File: src/rtl/clk_switch_pkg.sv
// Purpose: Shared constants for the CPU clock source switch
// Assumes: Wishbone byte addresses, 8-bit registers in the low byte lane
// Notes: Source indices also select the bit of the filtered clock vector
package clk_switch_pkg;
    localparam int ADDR_W = 5;
    localparam logic [4:0] OFS_OSC_MODE = 5'h00;
    localparam logic [4:0] OFS_MAIN_OSC = 5'h04;
    localparam logic [4:0] OFS_MAIN_MODE = 5'h08;
    localparam logic [4:0] OFS_PROC_CLK = 5'h0C;
    localparam logic [4:0] OFS_INT_OSC = 5'h10;
    // clock_op_mode_reg fields
    localparam int B_EXT_MAIN = 7;
    localparam int B_MAIN_OSC_SEL = 6;
    localparam int B_EXT_SUB = 5;
    localparam int B_SUB_OSC_SEL = 4;
    localparam int B_AMP = 0;
    // main_osc_ctrl_reg field
    localparam int B_MAIN_HALT = 7;
    // main_clock_mode_reg fields
    localparam int B_HS_PERMIT = 2;
    localparam int B_MAIN_STATUS = 1;
    localparam int B_MAIN_SELECT = 0;
    // processor_clock_ctrl_reg fields
    localparam int B_SUB_START = 6;
    localparam int B_CPU_STATUS = 5;
    localparam int B_CPU_SELECT = 4;
    // internal oscillator mode register field
    localparam int B_INT_HALT = 0;
    localparam logic RST_MAIN_HALT = 1'h1;
    localparam logic RST_INT_HALT = 1'h0;
    // Clock source indices
    localparam logic [1:0] SRC_INT = 2'h0;
    localparam logic [1:0] SRC_MAIN = 2'h1;
    localparam logic [1:0] SRC_SUB = 2'h2;
    localparam int NUM_SRC = 3;
    // CPU clock gap after the gain bit is set
    localparam int SYS_CLK_PERIOD_NS = 10;
    localparam int AMP_GAP_NS = 5000;
    localparam int AMP_GAP_CYCLES = (AMP_GAP_NS + SYS_CLK_PERIOD_NS - 1) / SYS_CLK_PERIOD_NS;
    localparam int GAP_W = 9;
    typedef enum logic [0:0] {ST_RUN, ST_HOLD} mux_state_t;
endpackage : clk_switch_pkg

File: src/rtl/src_sync_if.sv
// Purpose: Carries raw oscillator levels and their filtered copies
// Assumes: One bit per clock source
// Notes: Filter side drives clean, user side drives raw
`timescale 1ns/1ps
interface src_sync_if;
    logic [clk_switch_pkg::NUM_SRC-1:0] raw;
    logic [clk_switch_pkg::NUM_SRC-1:0] clean;
    modport filt (input raw, output clean);
    modport user (output raw, input clean);
endinterface : src_sync_if

File: src/rtl/src_filter.sv
// Purpose: Three-stage synchroniser for each oscillator level
// Assumes: Sources are far slower than sys_clk
// Notes: A level counts once stages two and three agree
`timescale 1ns/1ps
module src_filter (
    input wire logic sys_clk,
    input wire logic rst,
    src_sync_if.filt sync
);
    genvar i;
    generate
        for (i = 0; i < clk_switch_pkg::NUM_SRC; i = i + 1)
        begin : g_src
            logic s1_reg;
            logic s2_reg;
            logic s3_reg;
            logic clean_reg;
            wire agree = (s2_reg == s3_reg);
            always_ff @(posedge sys_clk)
            begin
                if (rst)
                begin
                    s1_reg <= 1'h0;
                    s2_reg <= 1'h0;
                    s3_reg <= 1'h0;
                    clean_reg <= 1'h0;
                end
                else
                begin
                    s1_reg <= sync.raw[i];
                    s2_reg <= s1_reg;
                    s3_reg <= s2_reg;
                    clean_reg <= agree ? s3_reg : clean_reg;
                end
            end
            assign sync.clean[i] = clean_reg;
        end
    endgenerate
endmodule : src_filter

File: src/rtl/cpu_clock_source_switch.sv
// Purpose: CPU clock source selection, oscillator controls, Wishbone registers
// Assumes: Oscillator levels arrive as pins far slower than sys_clk
// Notes: cpu_clk is rebuilt at sys_clk resolution from the chosen source
//
// Our own choices: the address map and register access over Wishbone.
`timescale 1ns/1ps

module cpu_clock_source_switch (
    input wire logic sys_clk,
    input wire logic rst,
    input wire logic wb_cyc_i,
    input wire logic wb_stb_i,
    input wire logic wb_we_i,
    input wire logic [clk_switch_pkg::ADDR_W-1:0] wb_adr_i,
    input wire logic [3:0] wb_sel_i,
    input wire logic [31:0] wb_dat_i,
    output logic [31:0] wb_dat_o,
    output logic wb_ack_o,
    input wire logic int_osc_in,
    input wire logic main_crystal_in,
    input wire logic sub_crystal_in,
    output logic cpu_clk,
    output logic int_osc_en,
    output logic main_crystal_en,
    output logic main_ext_in_en,
    output logic amp_gain_high,
    output logic sub_crystal_en,
    output logic sub_ext_in_en
);
    src_sync_if sync ();

    src_filter u_filter (
        .sys_clk(sys_clk),
        .rst(rst),
        .sync(sync.filt)
    );

    assign sync.raw = {sub_crystal_in, main_crystal_in, int_osc_in};

    logic ack_reg;
    logic [7:0] rdata_reg;
    logic ext_main_clk_sel_reg;
    logic main_osc_sel_reg;
    logic ext_sub_clk_sel_reg;
    logic sub_osc_sel_reg;
    logic amp_gain_high_reg;
    logic amp_lock_reg;
    logic main_osc_halt_reg;
    logic hs_clock_permit_reg;
    logic permit_lock_reg;
    logic main_src_select_reg;
    logic main_src_status_reg;
    logic sub_xtal_start_reg;
    logic cpu_src_select_reg;
    logic int_osc_halt_reg;
    logic [1:0] cur_sel_reg;
    clk_switch_pkg::mux_state_t state_reg;
    logic [clk_switch_pkg::GAP_W-1:0] gap_cnt_reg;
    localparam logic [clk_switch_pkg::GAP_W-1:0] GAP_LOAD =
        clk_switch_pkg::AMP_GAP_CYCLES[clk_switch_pkg::GAP_W-1:0];
    logic src_prev_reg;
    logic cpu_clk_reg;
    logic [5:0] pin_reg;

    // Bus decode
    wire req = wb_cyc_i && wb_stb_i;
    wire wr = req && wb_we_i && ack_reg && wb_sel_i[0];
    wire [7:0] d = wb_dat_i[7:0];
    wire hit_osc = (wb_adr_i == clk_switch_pkg::OFS_OSC_MODE);
    wire hit_moc = (wb_adr_i == clk_switch_pkg::OFS_MAIN_OSC);
    wire hit_mcm = (wb_adr_i == clk_switch_pkg::OFS_MAIN_MODE);
    wire hit_pcc = (wb_adr_i == clk_switch_pkg::OFS_PROC_CLK);
    wire hit_int = (wb_adr_i == clk_switch_pkg::OFS_INT_OSC);
    wire wr_osc = wr && hit_osc;
    wire wr_moc = wr && hit_moc;
    wire wr_mcm = wr && hit_mcm;
    wire wr_pcc = wr && hit_pcc;
    wire wr_int = wr && hit_int;

    // Source selection
    wire [1:0] main_want = main_src_select_reg ? clk_switch_pkg::SRC_MAIN
                                               : clk_switch_pkg::SRC_INT;
    wire [1:0] want_sel = cpu_src_select_reg ? clk_switch_pkg::SRC_SUB : main_want;
    wire src_now = sync.clean[cur_sel_reg];
    wire src_new = sync.clean[want_sel];
    wire on_sub = (cur_sel_reg == clk_switch_pkg::SRC_SUB);
    wire uses_int = (cur_sel_reg == clk_switch_pkg::SRC_INT)
                    || (want_sel == clk_switch_pkg::SRC_INT);
    wire uses_main = (cur_sel_reg == clk_switch_pkg::SRC_MAIN)
                     || (want_sel == clk_switch_pkg::SRC_MAIN);
    wire uses_sub = on_sub || (want_sel == clk_switch_pkg::SRC_SUB);
    wire commit = (state_reg == clk_switch_pkg::ST_HOLD) && !src_new;
    wire leave = (state_reg == clk_switch_pkg::ST_RUN) && (want_sel != cur_sel_reg)
                 && !src_now && !cpu_clk_reg;
    wire gap_on = (gap_cnt_reg != '0);
    // Gap counts only once the current high has ended, so the low lasts the full gap
    wire gap_tick = gap_on && !cpu_clk_reg;

    // Read mux
    wire [7:0] rd_osc = {ext_main_clk_sel_reg, main_osc_sel_reg, ext_sub_clk_sel_reg,
                         sub_osc_sel_reg, 3'h0, amp_gain_high_reg};
    wire [7:0] rd_moc = {main_osc_halt_reg, 7'h00};
    wire [7:0] rd_mcm = {5'h00, hs_clock_permit_reg, main_src_status_reg,
                         main_src_select_reg};
    wire [7:0] rd_pcc = {1'h0, sub_xtal_start_reg, on_sub, cpu_src_select_reg,
                         4'h0};
    wire [7:0] rd_int = {7'h00, int_osc_halt_reg};
    wire [7:0] rdata_next = hit_osc ? rd_osc :
                            hit_moc ? rd_moc :
                            hit_mcm ? rd_mcm :
                            hit_pcc ? rd_pcc :
                            hit_int ? rd_int : 8'h00;

    // One-change-only fields
    wire amp_change = wr_osc && !amp_lock_reg
                      && (d[clk_switch_pkg::B_AMP] != amp_gain_high_reg);
    wire permit_change = wr_mcm && !permit_lock_reg
                         && (d[clk_switch_pkg::B_HS_PERMIT] != hs_clock_permit_reg);
    wire amp_set = amp_change && d[clk_switch_pkg::B_AMP];

    // Halts only reach a source the CPU neither uses nor is heading for
    wire int_halt_next = wr_int ? (d[clk_switch_pkg::B_INT_HALT] && !uses_int)
                                  || (int_osc_halt_reg && uses_int)
                                : int_osc_halt_reg;
    wire main_halt_next = wr_moc ? (d[clk_switch_pkg::B_MAIN_HALT] && !uses_main)
                                   || (main_osc_halt_reg && uses_main)
                                 : main_osc_halt_reg;
    wire sub_sel_next = wr_osc ? d[clk_switch_pkg::B_SUB_OSC_SEL]
                                 || (sub_osc_sel_reg && uses_sub)
                               : sub_osc_sel_reg;
    wire main_select_next = wr_mcm ? d[clk_switch_pkg::B_MAIN_SELECT]
                                     && (hs_clock_permit_reg || main_src_select_reg)
                                   : main_src_select_reg;
    wire status_next = commit ? (want_sel == clk_switch_pkg::SRC_MAIN) :
                       (on_sub && state_reg == clk_switch_pkg::ST_RUN) ?
                       main_src_select_reg : main_src_status_reg;

    // Clock rebuild: rise only on a fresh source edge, fall only with the source
    wire clk_next = (state_reg == clk_switch_pkg::ST_HOLD) ? 1'h0 :
                    gap_on ? (cpu_clk_reg && src_now) :
                    (src_now && (cpu_clk_reg || !src_prev_reg));
    wire [5:0] pin_next = {!sub_osc_sel_reg ? 1'h0 : ext_sub_clk_sel_reg,
                           (sub_osc_sel_reg && !ext_sub_clk_sel_reg) || sub_xtal_start_reg,
                           main_osc_sel_reg && ext_main_clk_sel_reg && !main_osc_halt_reg,
                           main_osc_sel_reg && !ext_main_clk_sel_reg && !main_osc_halt_reg,
                           amp_gain_high_reg,
                           !int_osc_halt_reg};

    always_ff @(posedge sys_clk)
    begin
        if (rst)
        begin
            ack_reg <= 1'h0;
            rdata_reg <= 8'h00;
        end
        else
        begin
            ack_reg <= req && !ack_reg;
            rdata_reg <= (req && !ack_reg) ? rdata_next : rdata_reg;
        end
    end

    always_ff @(posedge sys_clk)
    begin
        if (rst)
        begin
            ext_main_clk_sel_reg <= 1'h0;
            main_osc_sel_reg <= 1'h0;
            ext_sub_clk_sel_reg <= 1'h0;
            sub_osc_sel_reg <= 1'h0;
            amp_gain_high_reg <= 1'h0;
            amp_lock_reg <= 1'h0;
            main_osc_halt_reg <= clk_switch_pkg::RST_MAIN_HALT;
            int_osc_halt_reg <= clk_switch_pkg::RST_INT_HALT;
        end
        else
        begin
            ext_main_clk_sel_reg <= wr_osc ? d[clk_switch_pkg::B_EXT_MAIN]
                                           : ext_main_clk_sel_reg;
            main_osc_sel_reg <= wr_osc ? d[clk_switch_pkg::B_MAIN_OSC_SEL]
                                       : main_osc_sel_reg;
            ext_sub_clk_sel_reg <= wr_osc ? d[clk_switch_pkg::B_EXT_SUB]
                                          : ext_sub_clk_sel_reg;
            sub_osc_sel_reg <= sub_sel_next;
            amp_gain_high_reg <= amp_change ? d[clk_switch_pkg::B_AMP]
                                            : amp_gain_high_reg;
            amp_lock_reg <= amp_lock_reg || amp_change;
            main_osc_halt_reg <= main_halt_next;
            int_osc_halt_reg <= int_halt_next;
        end
    end

    always_ff @(posedge sys_clk)
    begin
        if (rst)
        begin
            hs_clock_permit_reg <= 1'h0;
            permit_lock_reg <= 1'h0;
            main_src_select_reg <= 1'h0;
            main_src_status_reg <= 1'h0;
            sub_xtal_start_reg <= 1'h0;
            cpu_src_select_reg <= 1'h0;
        end
        else
        begin
            hs_clock_permit_reg <= permit_change ? d[clk_switch_pkg::B_HS_PERMIT]
                                                 : hs_clock_permit_reg;
            permit_lock_reg <= permit_lock_reg || permit_change;
            main_src_select_reg <= main_select_next;
            main_src_status_reg <= status_next;
            sub_xtal_start_reg <= wr_pcc ? d[clk_switch_pkg::B_SUB_START]
                                         : sub_xtal_start_reg;
            cpu_src_select_reg <= wr_pcc ? d[clk_switch_pkg::B_CPU_SELECT]
                                         : cpu_src_select_reg;
        end
    end

    always_ff @(posedge sys_clk)
    begin
        if (rst)
        begin
            state_reg <= clk_switch_pkg::ST_RUN;
            cur_sel_reg <= clk_switch_pkg::SRC_INT;
        end
        else
        begin
            case (state_reg)
                clk_switch_pkg::ST_RUN:
                begin
                    state_reg <= leave ? clk_switch_pkg::ST_HOLD : clk_switch_pkg::ST_RUN;
                end
                clk_switch_pkg::ST_HOLD:
                begin
                    state_reg <= commit ? clk_switch_pkg::ST_RUN : clk_switch_pkg::ST_HOLD;
                    cur_sel_reg <= commit ? want_sel : cur_sel_reg;
                end
                default:
                begin
                    state_reg <= clk_switch_pkg::ST_RUN;
                end
            endcase
        end
    end

    always_ff @(posedge sys_clk)
    begin
        if (rst)
        begin
            gap_cnt_reg <= '0;
            src_prev_reg <= 1'h0;
            cpu_clk_reg <= 1'h0;
            pin_reg <= 6'h00;
        end
        else
        begin
            gap_cnt_reg <= amp_set ? GAP_LOAD :
                           gap_tick ? gap_cnt_reg - 1'b1 : gap_cnt_reg;
            src_prev_reg <= commit ? 1'h0 : src_now;
            cpu_clk_reg <= clk_next;
            pin_reg <= pin_next;
        end
    end

    assign wb_ack_o = ack_reg;
    assign wb_dat_o = {24'h000000, rdata_reg};
    assign cpu_clk = cpu_clk_reg;
    assign {sub_ext_in_en, sub_crystal_en, main_ext_in_en, main_crystal_en,
            amp_gain_high, int_osc_en} = pin_reg;
endmodule : cpu_clock_source_switch

File: config.mk
export PLATFORM = sky130hd
export DESIGN_NAME = cpu_clock_source_switch
export DESIGN_NICKNAME = d
export VERILOG_FILES = /design/src/rtl/clk_switch_pkg.sv /design/src/rtl/src_sync_if.sv /design/src/rtl/src_filter.sv /design/src/rtl/cpu_clock_source_switch.sv
export SDC_FILE = /design/constraint.sdc
export NUM_CORES = 1
export LEC_CHECK = 0
export BUFFER_PORTS_ARGS = -buffer_cell sky130_fd_sc_hd__buf_2
export CAP_MARGIN = 20
export CORE_MARGIN = 4
export CORE_UTILIZATION = 40
export CTS_BUF_LIST = sky130_fd_sc_hd__clkbuf_8
export DETAILED_ROUTE_END_ITERATION = 12
export GPL_TIMING_DRIVEN = 0
export PLACE_DENSITY = 0.7
export SETUP_SLACK_MARGIN = 0.1
export SYNTH_ARGS = -nofsm -noshare
export SYNTH_HDL_FRONTEND = slang
export SYNTH_SLANG_ARGS = --single-unit
File: constraint.sdc
create_clock -name sys_clk -period 4.4 [get_ports sys_clk]
set_clock_uncertainty 0.2 [all_clocks]
set_input_delay 0.44 -clock sys_clk [delete_from_list [all_inputs] [get_ports sys_clk]]
set_output_delay 0.44 -clock sys_clk [all_outputs]
set_load 0.005 [all_outputs]
Word level (Yosys, flattened, before mapping)
Cells that the tools add are included.
{"block": "totals", "ff_bits": 55, "in_bits": 49, "out_inout_bits": 40, "elab_cells": 143}
{"block": "op_classes", "n_addsub": 1, "n_lt_le_gt_ge": 2, "eq_ne": 14, "mux": 19, "bitwise": 2, "n_reduce_logical": 69}
{"op": "1-bit logical AND", "count": 34}
{"op": "9-bit 2-to-1 mux", "count": 2}
{"op": "8-bit 2-to-1 mux", "count": 2}
{"op": "7-bit 2-to-1 mux", "count": 2}
{"op": "1-bit logical NOT", "count": 13}
{"op": "1-bit logical OR", "count": 11}
{"op": "5-bit by 4-bit == test with 1-bit output, second input constant", "count": 2}
{"op": "1-bit 2-to-1 mux", "count": 9}
{"op": "9-bit nonzero test", "count": 1}
{"op": "9-bit by 1-bit subtractor with 9-bit output, second input constant", "count": 1}
{"op": "2-bit OR reduction", "count": 4}
{"op": "2-bit by 3-bit less-than comparator with 1-bit output, second input constant", "count": 2}
{"op": "5-bit by 3-bit == test with 1-bit output, second input constant", "count": 1}
{"op": "5-bit == test, second input constant", "count": 1}
{"op": "5-bit logical NOT", "count": 1}
{"op": "1-bit binary-select mux with 2-bit select", "count": 2}
{"op": "2-bit by 1-bit == test with 1-bit output, second input constant", "count": 2}
{"op": "2-bit == test, second input constant", "count": 2}
{"op": "2-bit logical NOT", "count": 2}
{"op": "2-bit nonzero test", "count": 2}
{"op": "1-bit == test", "count": 3}
{"op": "2-bit 2-to-1 mux", "count": 1}
{"op": "1-bit inequality test", "count": 2}
{"op": "2-bit inequality test", "count": 1}
{"op": "3 further kinds", "count": 4}

Longest topological paths before layout
Gate-level depths: netlist of the first run.
{"block": "depth", "depth_word": 9, "ltp_mapped": 6, "mapped_depth_nobuf": 6}

Hierarchy
Synthesis of the first run repeated with hierarchy kept, for this count alone.
{"block": "hier_totals", "hier_cells": 273, "area_unflattened_um2": 2501.1}
{"module": "cpu_clock_source_switch", "instances": 1, "cells_each": 239, "area_each_um2": 2090.8, "seq_area_each_um2": 840.8}
{"module": "src_filter", "instances": 1, "cells_each": 34, "area_each_um2": 410.4, "seq_area_each_um2": 240.2}

Least setup slack after synthesis of the first run
No wires, ideal clock.
{"block": "synth_timing", "path_type": "input port to flip-flop", "start": "input port wb_adr_i[4] (netlist bit)", "end": "register amp_gain_high_reg", "setup_time_ps": 123, "arrival_ps": 1768, "required_time_ps": 4077, "slack_ps": 2308, "cell_stages": 4, "n_path_buf": 0, "path_cell_list": "or4_4 -> nor4_4 -> and2b_1 -> mux2_1"}
{"block": "synth_via", "elab_chain_len": 4}
{"element": "start: declaration", "line_no": "cpu_clock_source_switch.sv:14", "source": "input wire logic [clk_switch_pkg::ADDR_W-1:0] wb_adr_i,"}
{"element": "5-bit logical NOT", "line_no": "cpu_clock_source_switch.sv:69", "source": "wire hit_osc = (wb_adr_i == clk_switch_pkg::OFS_OSC_MODE);"}
{"element": "1-bit logical AND", "line_no": "cpu_clock_source_switch.sv:74", "source": "wire wr_osc = wr && hit_osc;"}
{"element": "1-bit logical AND", "line_no": "cpu_clock_source_switch.sv:115", "source": "wire amp_change = wr_osc && !amp_lock_reg"}
{"element": "1-bit logical AND", "line_no": "cpu_clock_source_switch.sv:116", "source": "&& (d[clk_switch_pkg::B_AMP] != amp_gain_high_reg);"}
{"element": "end signal: assignment", "line_no": "cpu_clock_source_switch.sv:185", "source": "amp_gain_high_reg <= amp_change ? d[clk_switch_pkg::B_AMP]"}
{"element": "end: declaration", "line_no": "cpu_clock_source_switch.sv:46", "source": "logic amp_gain_high_reg;"}
Every way passes these cells.
A chain may end at the register's enable or synchronous reset.

Worst setup path in the final report of the first run
Same ends and word-level chain as after synthesis.

==> out/metrics.cfg, run 1 <==
[run_status]
status=finished, final reports clean

[placement]
gp_congestion=0.836
dp_cells=400
io_buffers=33
hpwl_um=3800

[die]
dieArea_um2=7320
die_y_um=85.6
die_w_um=85.6
initial_utilization_pct=42.4
rows=27
ios=89
coreArea_um2=5680

[drt]
dr_total_vias=2007
drtIter0Drc=54
wl_per_cell_um=12.0
via_per_inst=4.90
ant_nets=0
drt-total-wl_um=4900
dr.pass1.iters=4
drc=0

[cts]
cts_tree=done
clock_path_buffers=2
clock-sinks=54
cts_setup_buffers=0
htreeDepth=2
ctsResizeCount=0
clock_latency_ns=0.30
clk_transition_reported_paths_ns=0.09
cts_root_buf=clkbuf_8
cts_buffers=5
ctsHoldBuffers=0

[logic_synthesis]
synthDistinctLibCells=45
ys_ff_latch=54
synth_edf_count=0
syn-instance-count=271
synth_flop_cell=dfxtp_1
synth-seq-area-share_pct=44.9
postSynthAreaPerCell_um2=8.88
yosysWarnings=0
synth_area_um2=2410
ys_async_sr_fraction_pct=0

[grt]
grt_util_met1_pct=17.7
top_usage_layer=met2
grt_pass1_vias=1831
grt_overflow=0
track_usage_pct=13.7
grtUsageMet2_pct=22.8
grt_max_degree=16
use_met3_pct=3.75
grt_antenna_before_repair=0
grt_pass1_wl_um=8240

[power_and_ir_drop]
ir_drop_mv=0.205
switching_power_uw=315
pwr-share-comb_pct=24.2
p_leak_uw=0.00128
clockPowerShare_pct=25.4
swShare_pct=28.8
p_per_area_nw_per_um2=383
p_int_uw=778
pwr-share-seq_pct=50.4

[hold_path]
hold_path.class=in -> reg

[critical_path]
path_class=in -> reg
crit_arrival_ns=2.11
cp-end-kind=register
worstPathMaxFanout=6
cp-start-kind=input pin
worstPathRequired_ns=4.40

[final_layout]
drive_gt1_share_pct=22.8
final_cell_mix=dfxtp_1, nor2_1, buf_2
nets=387
final_common_cell=dfxtp_1
multi_input_area_um2=1160
largest_reg_flops=9
final_cells=410
n_antenna_cell=0
fillers=572
regArea_um2=1080
area_growth_pct=18.6

[timing]
fmax_mhz=473
rsz0062_at_grt=no
max_slew_margin_pct=64.2
setup_tns_ns=0
fin_crit_sh_pct=48.0
tightest_slew_ns=0.532
finalHoldViolCount=0
setup_violations=0
drv_slew=0
min_period_ns=2.11

[job]
maxCapViolations=0

power by group through the flow:
stage / registers (uW) / clock network [uW] / logic (uW)
finish: 551 / 277 / 264
global route: 557 / 309 / 301
CTS: 551 / 286 / 254
detailed placement: 563 / 0 / 254
global placement: 562 / 0 / 248
floorplan: 556 / 0 / 207
cell type report:
class / instances / share of cell area [%]
plain buffers: 34 / 7.76
clock buffers: 6 / 2.89
clock inverters: 2 / 0.307
inverters: 9 / 1.18
multi-input cells: 198 / 40.7
flip-flops and latches: 54 / 37.9
well taps: 72 / 3.16
repair buffers: 35 / 6.14
final timing paths:
| kind | startpoint | to | slack, ns | depth (start not counted) |
|---|---|---|---|---|
| hold / removal | main_crystal_in | u_filter.g_src[1].s1_reg$_SDFF_PP0_ | 0.14 | 2 |
| setup reg to reg | gap_cnt_reg[0]$_SDFFE_PP0P_ | gap_cnt_reg[8]$_SDFFE_PP0P_ | 2.43 | 7 |
| setup / recovery | wb_adr_i[4] | amp_gain_high_reg$_SDFFE_PP0P_ | 2.29 | 5 |
| hold reg to reg | register | pin_reg[0]$_SDFF_PP0_ | 0.24 | 1 |
metrics by stage:
stage	util, %	setup slack (ns)	hold WS, ns	total power, uW	instance area (um^2)
finish	50.3	2.29	0.141	1090	2850
global route	50.3	2.20	0.145	1170	2850
CTS	50.1	2.10	0.134	1090	2840
detailed placement	48.5	1.96	0.222	817	2750
global placement	48.5	2.01	0.217	810	2750
floorplan	-	2.31	0.201	763	2500
per-layer routing:
metal	vias up	share of wire [%]
met5	-	0
met4	0	0.47
met1	921	47
met2	49	47
met3	4	6.0
li1	1033	-
synth_stat cells, types with 6 or more instances:
cell       n  area, um^2
buf_4     25         188
dfxtp_1   54        1080
nor2b_1   13        81.3
inv_1      9        33.8
a21oi_1   24         120
nand2_1   13        48.8
nor3_1    11        55.1
nand3_1    7        35.0
mux2i_1    9        90.1
o21ai_0    6        30.0
nor2_1    33         124
clkbuf_1   6        22.5
cell families after synthesis:
kind of cell	Yosys count	synth area share (%)
fa+ha+maj	1	0.520
xor+xnor	6	2.18
simple gates	101	22.4
other cells	1	0.156
flops	54	44.9
buf+inv	43	10.6
compound gates	52	13.6
mux	13	5.62
worst max-delay path, stage by stage:
cell and delay, ns:
buf_2 0.13, or4_4 0.59, nor4_4 0.42, and2b_1 0.21, mux2_1 0.31
(Power assumes the default switching activity.)
==> run 2: changes to the inputs <==
--- a/config.mk
+++ b/config.mk
@@ -5,6 +5,7 @@
 export SDC_FILE = /design/constraint.sdc
 export NUM_CORES = 1
 export LEC_CHECK = 0
+export ABC_AREA = 1
 export BUFFER_PORTS_ARGS = -buffer_cell sky130_fd_sc_hd__buf_2
 export CAP_MARGIN = 20
 export CORE_MARGIN = 4
@@ -12,7 +13,7 @@
 export CTS_BUF_LIST = sky130_fd_sc_hd__clkbuf_8
 export DETAILED_ROUTE_END_ITERATION = 12
 export GPL_TIMING_DRIVEN = 0
-export PLACE_DENSITY = 0.7
+export PLACE_DENSITY = 0.69
 export SETUP_SLACK_MARGIN = 0.1
 export SYNTH_ARGS = -nofsm -noshare
 export SYNTH_HDL_FRONTEND = slang
==> constraint.sdc (replaced) <==
create_clock -name sys_clk -period 2.1 [get_ports sys_clk]
set_clock_uncertainty 0.2 [all_clocks]
set_input_delay 0.21 -clock sys_clk [delete_from_list [all_inputs] [get_ports sys_clk]]
set_output_delay 0.21 -clock sys_clk [all_outputs]
set_load 0.005 [all_outputs]
==> run 2 against run 1 <==
  * Sequential share of layout area shrank 3.1 points
  * Global-route usage up 1.0 points
  * Via count is 13% higher
  * Clock-buffer cell count is the same
==> out/metrics.cfg, run 2 <==
[run_status]
status=finished, final reports clean

[timing]
tightest_slew_ns=0.542  ; +0.00957 ns
setup_violations=0  ; unchanged
rsz0062_at_grt=no
fmax_mhz=576
fin_crit_sh_pct=82.6
setup_tns_ns=0  ; unchanged
min_period_ns=1.74
finalHoldViolCount=0  ; unchanged
max_slew_margin_pct=63.9  ; -0.37 points
drv_slew=0  ; unchanged
worst_slack_ns=0.365  ; -1.92 ns

[drt]
drt-total-wl_um=5450  ; +11%
drtIter0Drc=121  ; +120%
dr.pass1.iters=4  ; unchanged
ant_nets=0  ; unchanged
wl_per_cell_um=11.0  ; -7.8%
drc=0  ; unchanged
via_per_inst=4.57  ; -6.6%
dr_total_vias=2258  ; +13%

[critical_path]
r2r-end=gap_cnt_reg[2]$_SDFFE_PP0P_
r2r_slack_ns=0.36  ; -2.07 ns
cp-end-kind=register
cp-start-kind=register
crit_arrival_ns=1.75  ; -0.36 ns
worstPathMaxFanout=7  ; +1
rr_worst_depth=10  ; +3
timing.rr.start=gap_cnt_reg[0]$_SDFFE_PP0P_
worstPathRequired_ns=2.11  ; -2.29 ns
path_class=reg -> reg

[cts]
clock-sinks=54  ; unchanged
cts_root_buf=clkbuf_8
ctsResizeCount=0  ; unchanged
cts_tree=done
cts_setup_buffers=0  ; unchanged
cts_buffers=5  ; unchanged
clk_transition_reported_paths_ns=0.09  ; about the same
htreeDepth=2  ; unchanged
clock_latency_ns=0.30  ; about the same
clock_path_buffers=2  ; unchanged

[final_layout]
n_antenna_cell=0  ; unchanged
final_common_cell=inv_1
fillers=613  ; +7.2%
multi_input_area_um2=1180  ; +1.7%
regArea_um2=1080  ; unchanged
drive_gt1_share_pct=20.9  ; -1.9 points
largest_reg_flops=9  ; unchanged
nets=468  ; +21%
final_cell_mix=inv_1, dfxtp_1, nor2_1
area_growth_pct=18.9

[power_and_ir_drop]
pwr-share-seq_pct=46.4  ; -4.0 points
clockPowerShare_pct=22.0  ; -3.4 points
switching_power_uw=892  ; +180%
pwr-share-comb_pct=31.6  ; +7.4 points
p_int_uw=1710  ; +120%
p_per_area_nw_per_um2=837  ; +120%
p_leak_uw=0.00151  ; +18%
swShare_pct=34.3  ; +5.5 points
ir_drop_mv=0.448  ; +120%

[die]
die_y_um=88.8  ; +3.8%
coreArea_um2=6350  ; +12%
rows=29  ; +7.4%
dieArea_um2=7880  ; +7.7%
ios=89  ; unchanged
initial_utilization_pct=41.1  ; -1.3 points
die_w_um=88.8  ; +3.8%

[grt]
grt_overflow=0  ; unchanged
grt_antenna_before_repair=0  ; unchanged
grt_pass1_wl_um=9180  ; +11%
grt_max_degree=15  ; -1
track_usage_pct=14.7  ; +1.0 points
grt_pass1_vias=2102  ; +15%

[logic_synthesis]
synth_edf_count=0  ; unchanged
yosysWarnings=0  ; unchanged
yosys-top-cells-area=dfxtp_1, inv_1, buf_4
ys_async_sr_fraction_pct=0  ; unchanged
synth_top_area_share_pct=41.4  ; -3.5 points
synth-seq-area-share_pct=41.4  ; -3.5 points
postSynthAreaPerCell_um2=7.50  ; -16%
yosysMostFrequentCell=inv_1
syn-instance-count=348  ; +28%
synth_flop_cell=dfxtp_1
synthTopCellsByCount=inv_1, dfxtp_1, nor2_1, nand2_1, buf_4
synthDistinctLibCells=33  ; -27%
synth_area_um2=2610  ; +8.5%
synth_top_cell_by_area=dfxtp_1
ys_ff_latch=54  ; unchanged

[hold_path]
holdPathEnd=sub_xtal_start_reg$_SDFFE_PP0P_
min_path_cells=3  ; +1
hold_path.class=in -> reg
worstHoldStart=wb_dat_i[6]

[placement]
post-place-ws_ns=0.371  ; -1.59 ns
io_buffers=33  ; unchanged
gp_congestion=0.950  ; +14%
hpwl_um=4180  ; +10%

[job]
maxCapViolations=0  ; unchanged

-- run 2: cell count changes after synthesis, moves of 5 or more --
cell / delta
nand4_1: +5
nor2b_1: -13
nor2_1: +16
nand3_1: +9
o21ai_0: +10
nor3_1: -5
inv_1: +49
mux2i_1: -9
nand2_1: +33
a221oi_1: -5
o22ai_1: +5
-- run 2: worst max path at each step --
stage / startpoint / endpoint / slack, ns / depth (start not counted)
2_1_floorplan: gap_cnt_reg[0]$_SDFFE_PP0P_ / gap_cnt_reg[5]$_SDFFE_PP0P_ / 0.54 / 9
6_report: gap_cnt_reg[0]$_SDFFE_PP0P_ / gap_cnt_reg[2]$_SDFFE_PP0P_ / 0.36 / 10
4_1_cts: gap_cnt_reg[0]$_SDFFE_PP0P_ / gap_cnt_reg[2]$_SDFFE_PP0P_ / 0.35 / 10
3_3_place_gp: gap_cnt_reg[0]$_SDFFE_PP0P_ / gap_cnt_reg[2]$_SDFFE_PP0P_ / 0.39 / 10
3_5_place_dp: gap_cnt_reg[0]$_SDFFE_PP0P_ / gap_cnt_reg[2]$_SDFFE_PP0P_ / 0.37 / 10
5_1_grt: gap_cnt_reg[0]$_SDFFE_PP0P_ / gap_cnt_reg[2]$_SDFFE_PP0P_ / 0.22 / 10
-- run 2: layer usage --
metal,GRT usage [%],routed length (um),vias up
li1,-,-,1193
met1,19.1,2510,1007
met2,24.6,2560,50
met3,3.26,310,8
met4,4.12,69,0
met5,0,0,-
-- run 2: area by class of cell --
class / count / share of cell area (%)
multi-input cells: 228 / 38.0
flip-flops and latches: 54 / 34.8
repair buffers: 39 / 7.26
plain buffers: 32 / 7.13
inverters: 58 / 7.01
well taps: 77 / 3.10
clock buffers: 6 / 2.66
-- run 2: power groups by stage --
| stage | Combinational, uW | Clock [uW] | Sequential, uW |
|---|---|---|---|
| floorplan | 674 | 0 | 1210 |
| global placement | 796 | 0 | 1230 |
| detailed placement | 810 | 0 | 1230 |
| CTS | 824 | 593 | 1200 |
| global route | 947 | 628 | 1220 |
| finish | 822 | 571 | 1210 |
-- run 2: kinds of logic (layout without fill, tap and decap cells) --
logic type | count (synthesis) | in the layout | synth area share (%)
AO/OA/AOI/OAI | 57 | 57 | 12.8
XOR/XNOR | 3 | 3 | 1.01
adder cells (fa/ha/maj) | 1 | 1 | 0.479
buffers and inverters | 90 | 135 | 16.8
flip-flops | 54 | 54 | 41.4
other | 1 | 25 | 0.144
AND/OR/NAND/NOR | 142 | 142 | 27.3
-- run 2: through the flow --
step	area (um^2)	std cells	hold WS [ns]	utilization [%]	power, uW
2_1_floorplan	2700	372	0.117	-	1890
3_3_place_gp	2960	482	0.192	46.6	2020
3_5_place_dp	2960	482	0.194	46.6	2040
4_1_cts	3100	494	0.00473	48.9	2620
5_1_grt	3100	494	0.0408	48.9	2800
6_report	3100	494	0.00868	48.9	2600
-- run 2: timing repair --
item / CTS / global route
hold buffers: 6 / 0
endpoints found under the setup margin: 0 / 0
endpoints found under the hold margin: 7 / 0
-- run 2: worst max-delay path, stage by stage (launching register included) --
cell     delay [ns]
dfxtp_1        0.36
inv_1          0.09
ha_1           0.29
nand2_4        0.14
nor2_8         0.06
a21oi_4        0.23
nand2_1        0.08
nand2_1        0.06
nand3_1        0.06
nand2_1        0.06
inv_1          0.03
==> run 3: changes to the inputs <==
==> constraint.sdc (replaced) <==
create_clock -name sys_clk -period 1.6 [get_ports sys_clk]
set_clock_uncertainty 0.2 [all_clocks]
set_input_delay 0.16 -clock sys_clk [delete_from_list [all_inputs] [get_ports sys_clk]]
set_output_delay 0.16 -clock sys_clk [all_outputs]
set_load 0.005 [all_outputs]
==> run 3 against run 2 <==
  * Setup slack worse by 0.30 ns
  * Register-to-register slack got worse by 0.30 ns
  * Fmax grew 13%
  * Via count is 6.2% higher
  * Sequential share of layout area decreased by 2.1 points
  * Critical path depth is 3 lower
  * Final cell count up 3.8%
  * Critical endpoint is now cpu_clk$_SDFF_PP0_
  * Largest cell class unchanged
==> out/metrics.cfg, run 3 (synthesis results as in run 2) <==
[run_status]
status=finished, final reports clean

[drt]
ant_nets=0  ; unchanged
drc=0  ; unchanged
drt-total-wl_um=5790  ; +6.3%
dr.pass1.iters=4  ; unchanged
via_per_inst=4.67  ; +2.2%
drtIter0Drc=89  ; -26%
dr_total_vias=2397  ; +6.2%
wl_per_cell_um=11.3  ; +2.3%

[power_and_ir_drop]
power.total_uw=3830  ; +47%
ir_drop_mv=0.681  ; +52%
p_per_area_nw_per_um2=1150  ; +37%
p_leak_uw=0.00161  ; +7.0%

[job]
maxCapViolations=0  ; unchanged

[final_layout]
largest_reg_flops=9  ; unchanged
nets=486  ; +3.8%
n_antenna_cell=0  ; unchanged
area_growth_pct=27.8
final_common_cell=inv_1
final_util_pct=52.5  ; +3.6 points
drive_gt1_share_pct=29.4  ; +8.5 points
final_cell_mix=inv_1, dfxtp_1, nor2_1, nand2_1, buf_4

[timing]
tightest_slew_ns=0.572  ; +0.0301 ns
hold_slack_ns=0.0177  ; +0.00906 ns
drv_slew=0  ; unchanged
setup_violations=0  ; unchanged
fmax_mhz=653  ; +13%
max_slew_margin_pct=61.9  ; -2.0 points
rsz0062_at_grt=yes
fin_crit_sh_pct=95.7  ; +13 points
min_period_ns=1.53  ; -0.205 ns
finalHoldViolCount=0  ; unchanged

[critical_path]
worstPathMaxFanout=7  ; unchanged
cp-start-kind=register
timing.rr.start=gap_cnt_reg[5]$_SDFFE_PP0P_
worstPathRequired_ns=1.64  ; -0.47 ns
cp-end-kind=register
crit_arrival_ns=1.57  ; -0.18 ns
critPathLaunch=gap_cnt_reg[5]$_SDFFE_PP0P_
path_class=reg -> reg

[cts]
cts_buffers=5  ; unchanged
clock_latency_ns=0.31  ; about the same
clk_transition_reported_paths_ns=0.09  ; about the same
clock_path_buffers=2  ; unchanged
clock-sinks=54  ; unchanged
cts_tree=done
cts_root_buf=clkbuf_8
htreeDepth=2  ; unchanged

[die]
die_w_um=88.8  ; unchanged
dieArea_um2=7880  ; unchanged
rows=29  ; unchanged
ios=89  ; unchanged
initial_utilization_pct=41.1  ; unchanged
die_y_um=88.8  ; unchanged
coreArea_um2=6350  ; unchanged

[placement]
hpwl_um=4180  ; about the same
gp_congestion=0.943  ; -0.71%
io_buffers=33  ; unchanged

[grt]
grt_max_degree=17  ; +2
grt_antenna_before_repair=0  ; unchanged
grt_pass1_vias=2006  ; -4.6%
grt_pass1_wl_um=9030  ; -1.7%
track_usage_pct=14.7  ; -0.050 points
grt_overflow=0  ; unchanged

[hold_path]
hold_path.class=in -> reg
worstHoldStart=wb_dat_i[0]

run 3: changes by cell type in the layout (fill, tap and decap cells not counted), moves of 3 or more:
cell | previous run | this run
nor2_2 | 4 | 7
inv_1 | 58 | 53
dfxtp_1 | 54 | 47
nor2_1 | 49 | 45
buf_4 | 26 | 41
inv_2 | 0 | 5
dfxtp_2 | 0 | 6
run 3: worst paths after layout:
check	depth (start not counted)	end	slack, ns
setup / recovery	7	cpu_clk$_SDFF_PP0_	0.07
hold / removal	3	amp_gain_high_reg$_SDFFE_PP0P_	0.02
setup reg to reg	7	cpu_clk$_SDFF_PP0_	0.07
hold reg to reg	2	u_filter.g_src[0].s2_reg$_SDFF_PP0_	0.21
run 3: critical path, cell delays in order (launching register included):
cell and delay, ns:
dfxtp_4 0.38, nor2_4 0.15, nand2_4 0.08, nor2_8 0.14, a21oi_4 0.10, buf_4 0.15
buf_4 0.12, nor3_2 0.14
run 3: area by class of cell:
| class | count | area, um^2 |
|---|---|---|
| fill | 608 | 3010 |
| clock buffer | 5 | 68.8 |
| inverter | 58 | 218 |
| timing repair buffer | 56 | 358 |
| multi-input combinational | 229 | 1270 |
| buffer | 32 | 221 |
| clock inverter | 2 | 15.0 |
| tap | 77 | 96.3 |
| sequential | 54 | 1090 |
run 3: through the flow:
step	setup slack, ns	cell area (um^2)	std cells	setup TNS (ns)
global route	0.00578	3340	513	0
floorplan	0.110	2710	372	0
CTS	0.0896	3210	504	0
global placement	-0.00976	2970	482	-0.0140
detailed placement	-0.0428	2970	482	-0.115
finish	0.0693	3340	513	0
run 3: report_power, final:
| part | internal (uW) | switching [uW] | leakage [uW] |
|---|---|---|---|
| logic | 682 | 788 | 0.00113 |
| clock network | 300 | 446 | 0.0000362 |
| registers | 1480 | 134 | 0.000443 |
run 3: timing repair:
item	4_1_cts	5_1_grt
hold buffers	8	0
hold endpoints to repair	11	0
cloned	0	1
setup buffers	7	8
pin swaps	5	12
gates resized for setup	7	21
endpoints found under the setup margin	8	23
run 3: per-layer routing:
| layer | global-route usage, % | share of wire (%) | vias to the layer above |
|---|---|---|---|
| li1 | - | - | 1236 |
| met1 | 18.8 | 43 | 1074 |
| met2 | 24.2 | 48 | 74 |
| met3 | 3.26 | 7.0 | 13 |
| met4 | 5.36 | 2.0 | 0 |
| met5 | 0 | 0 | - |
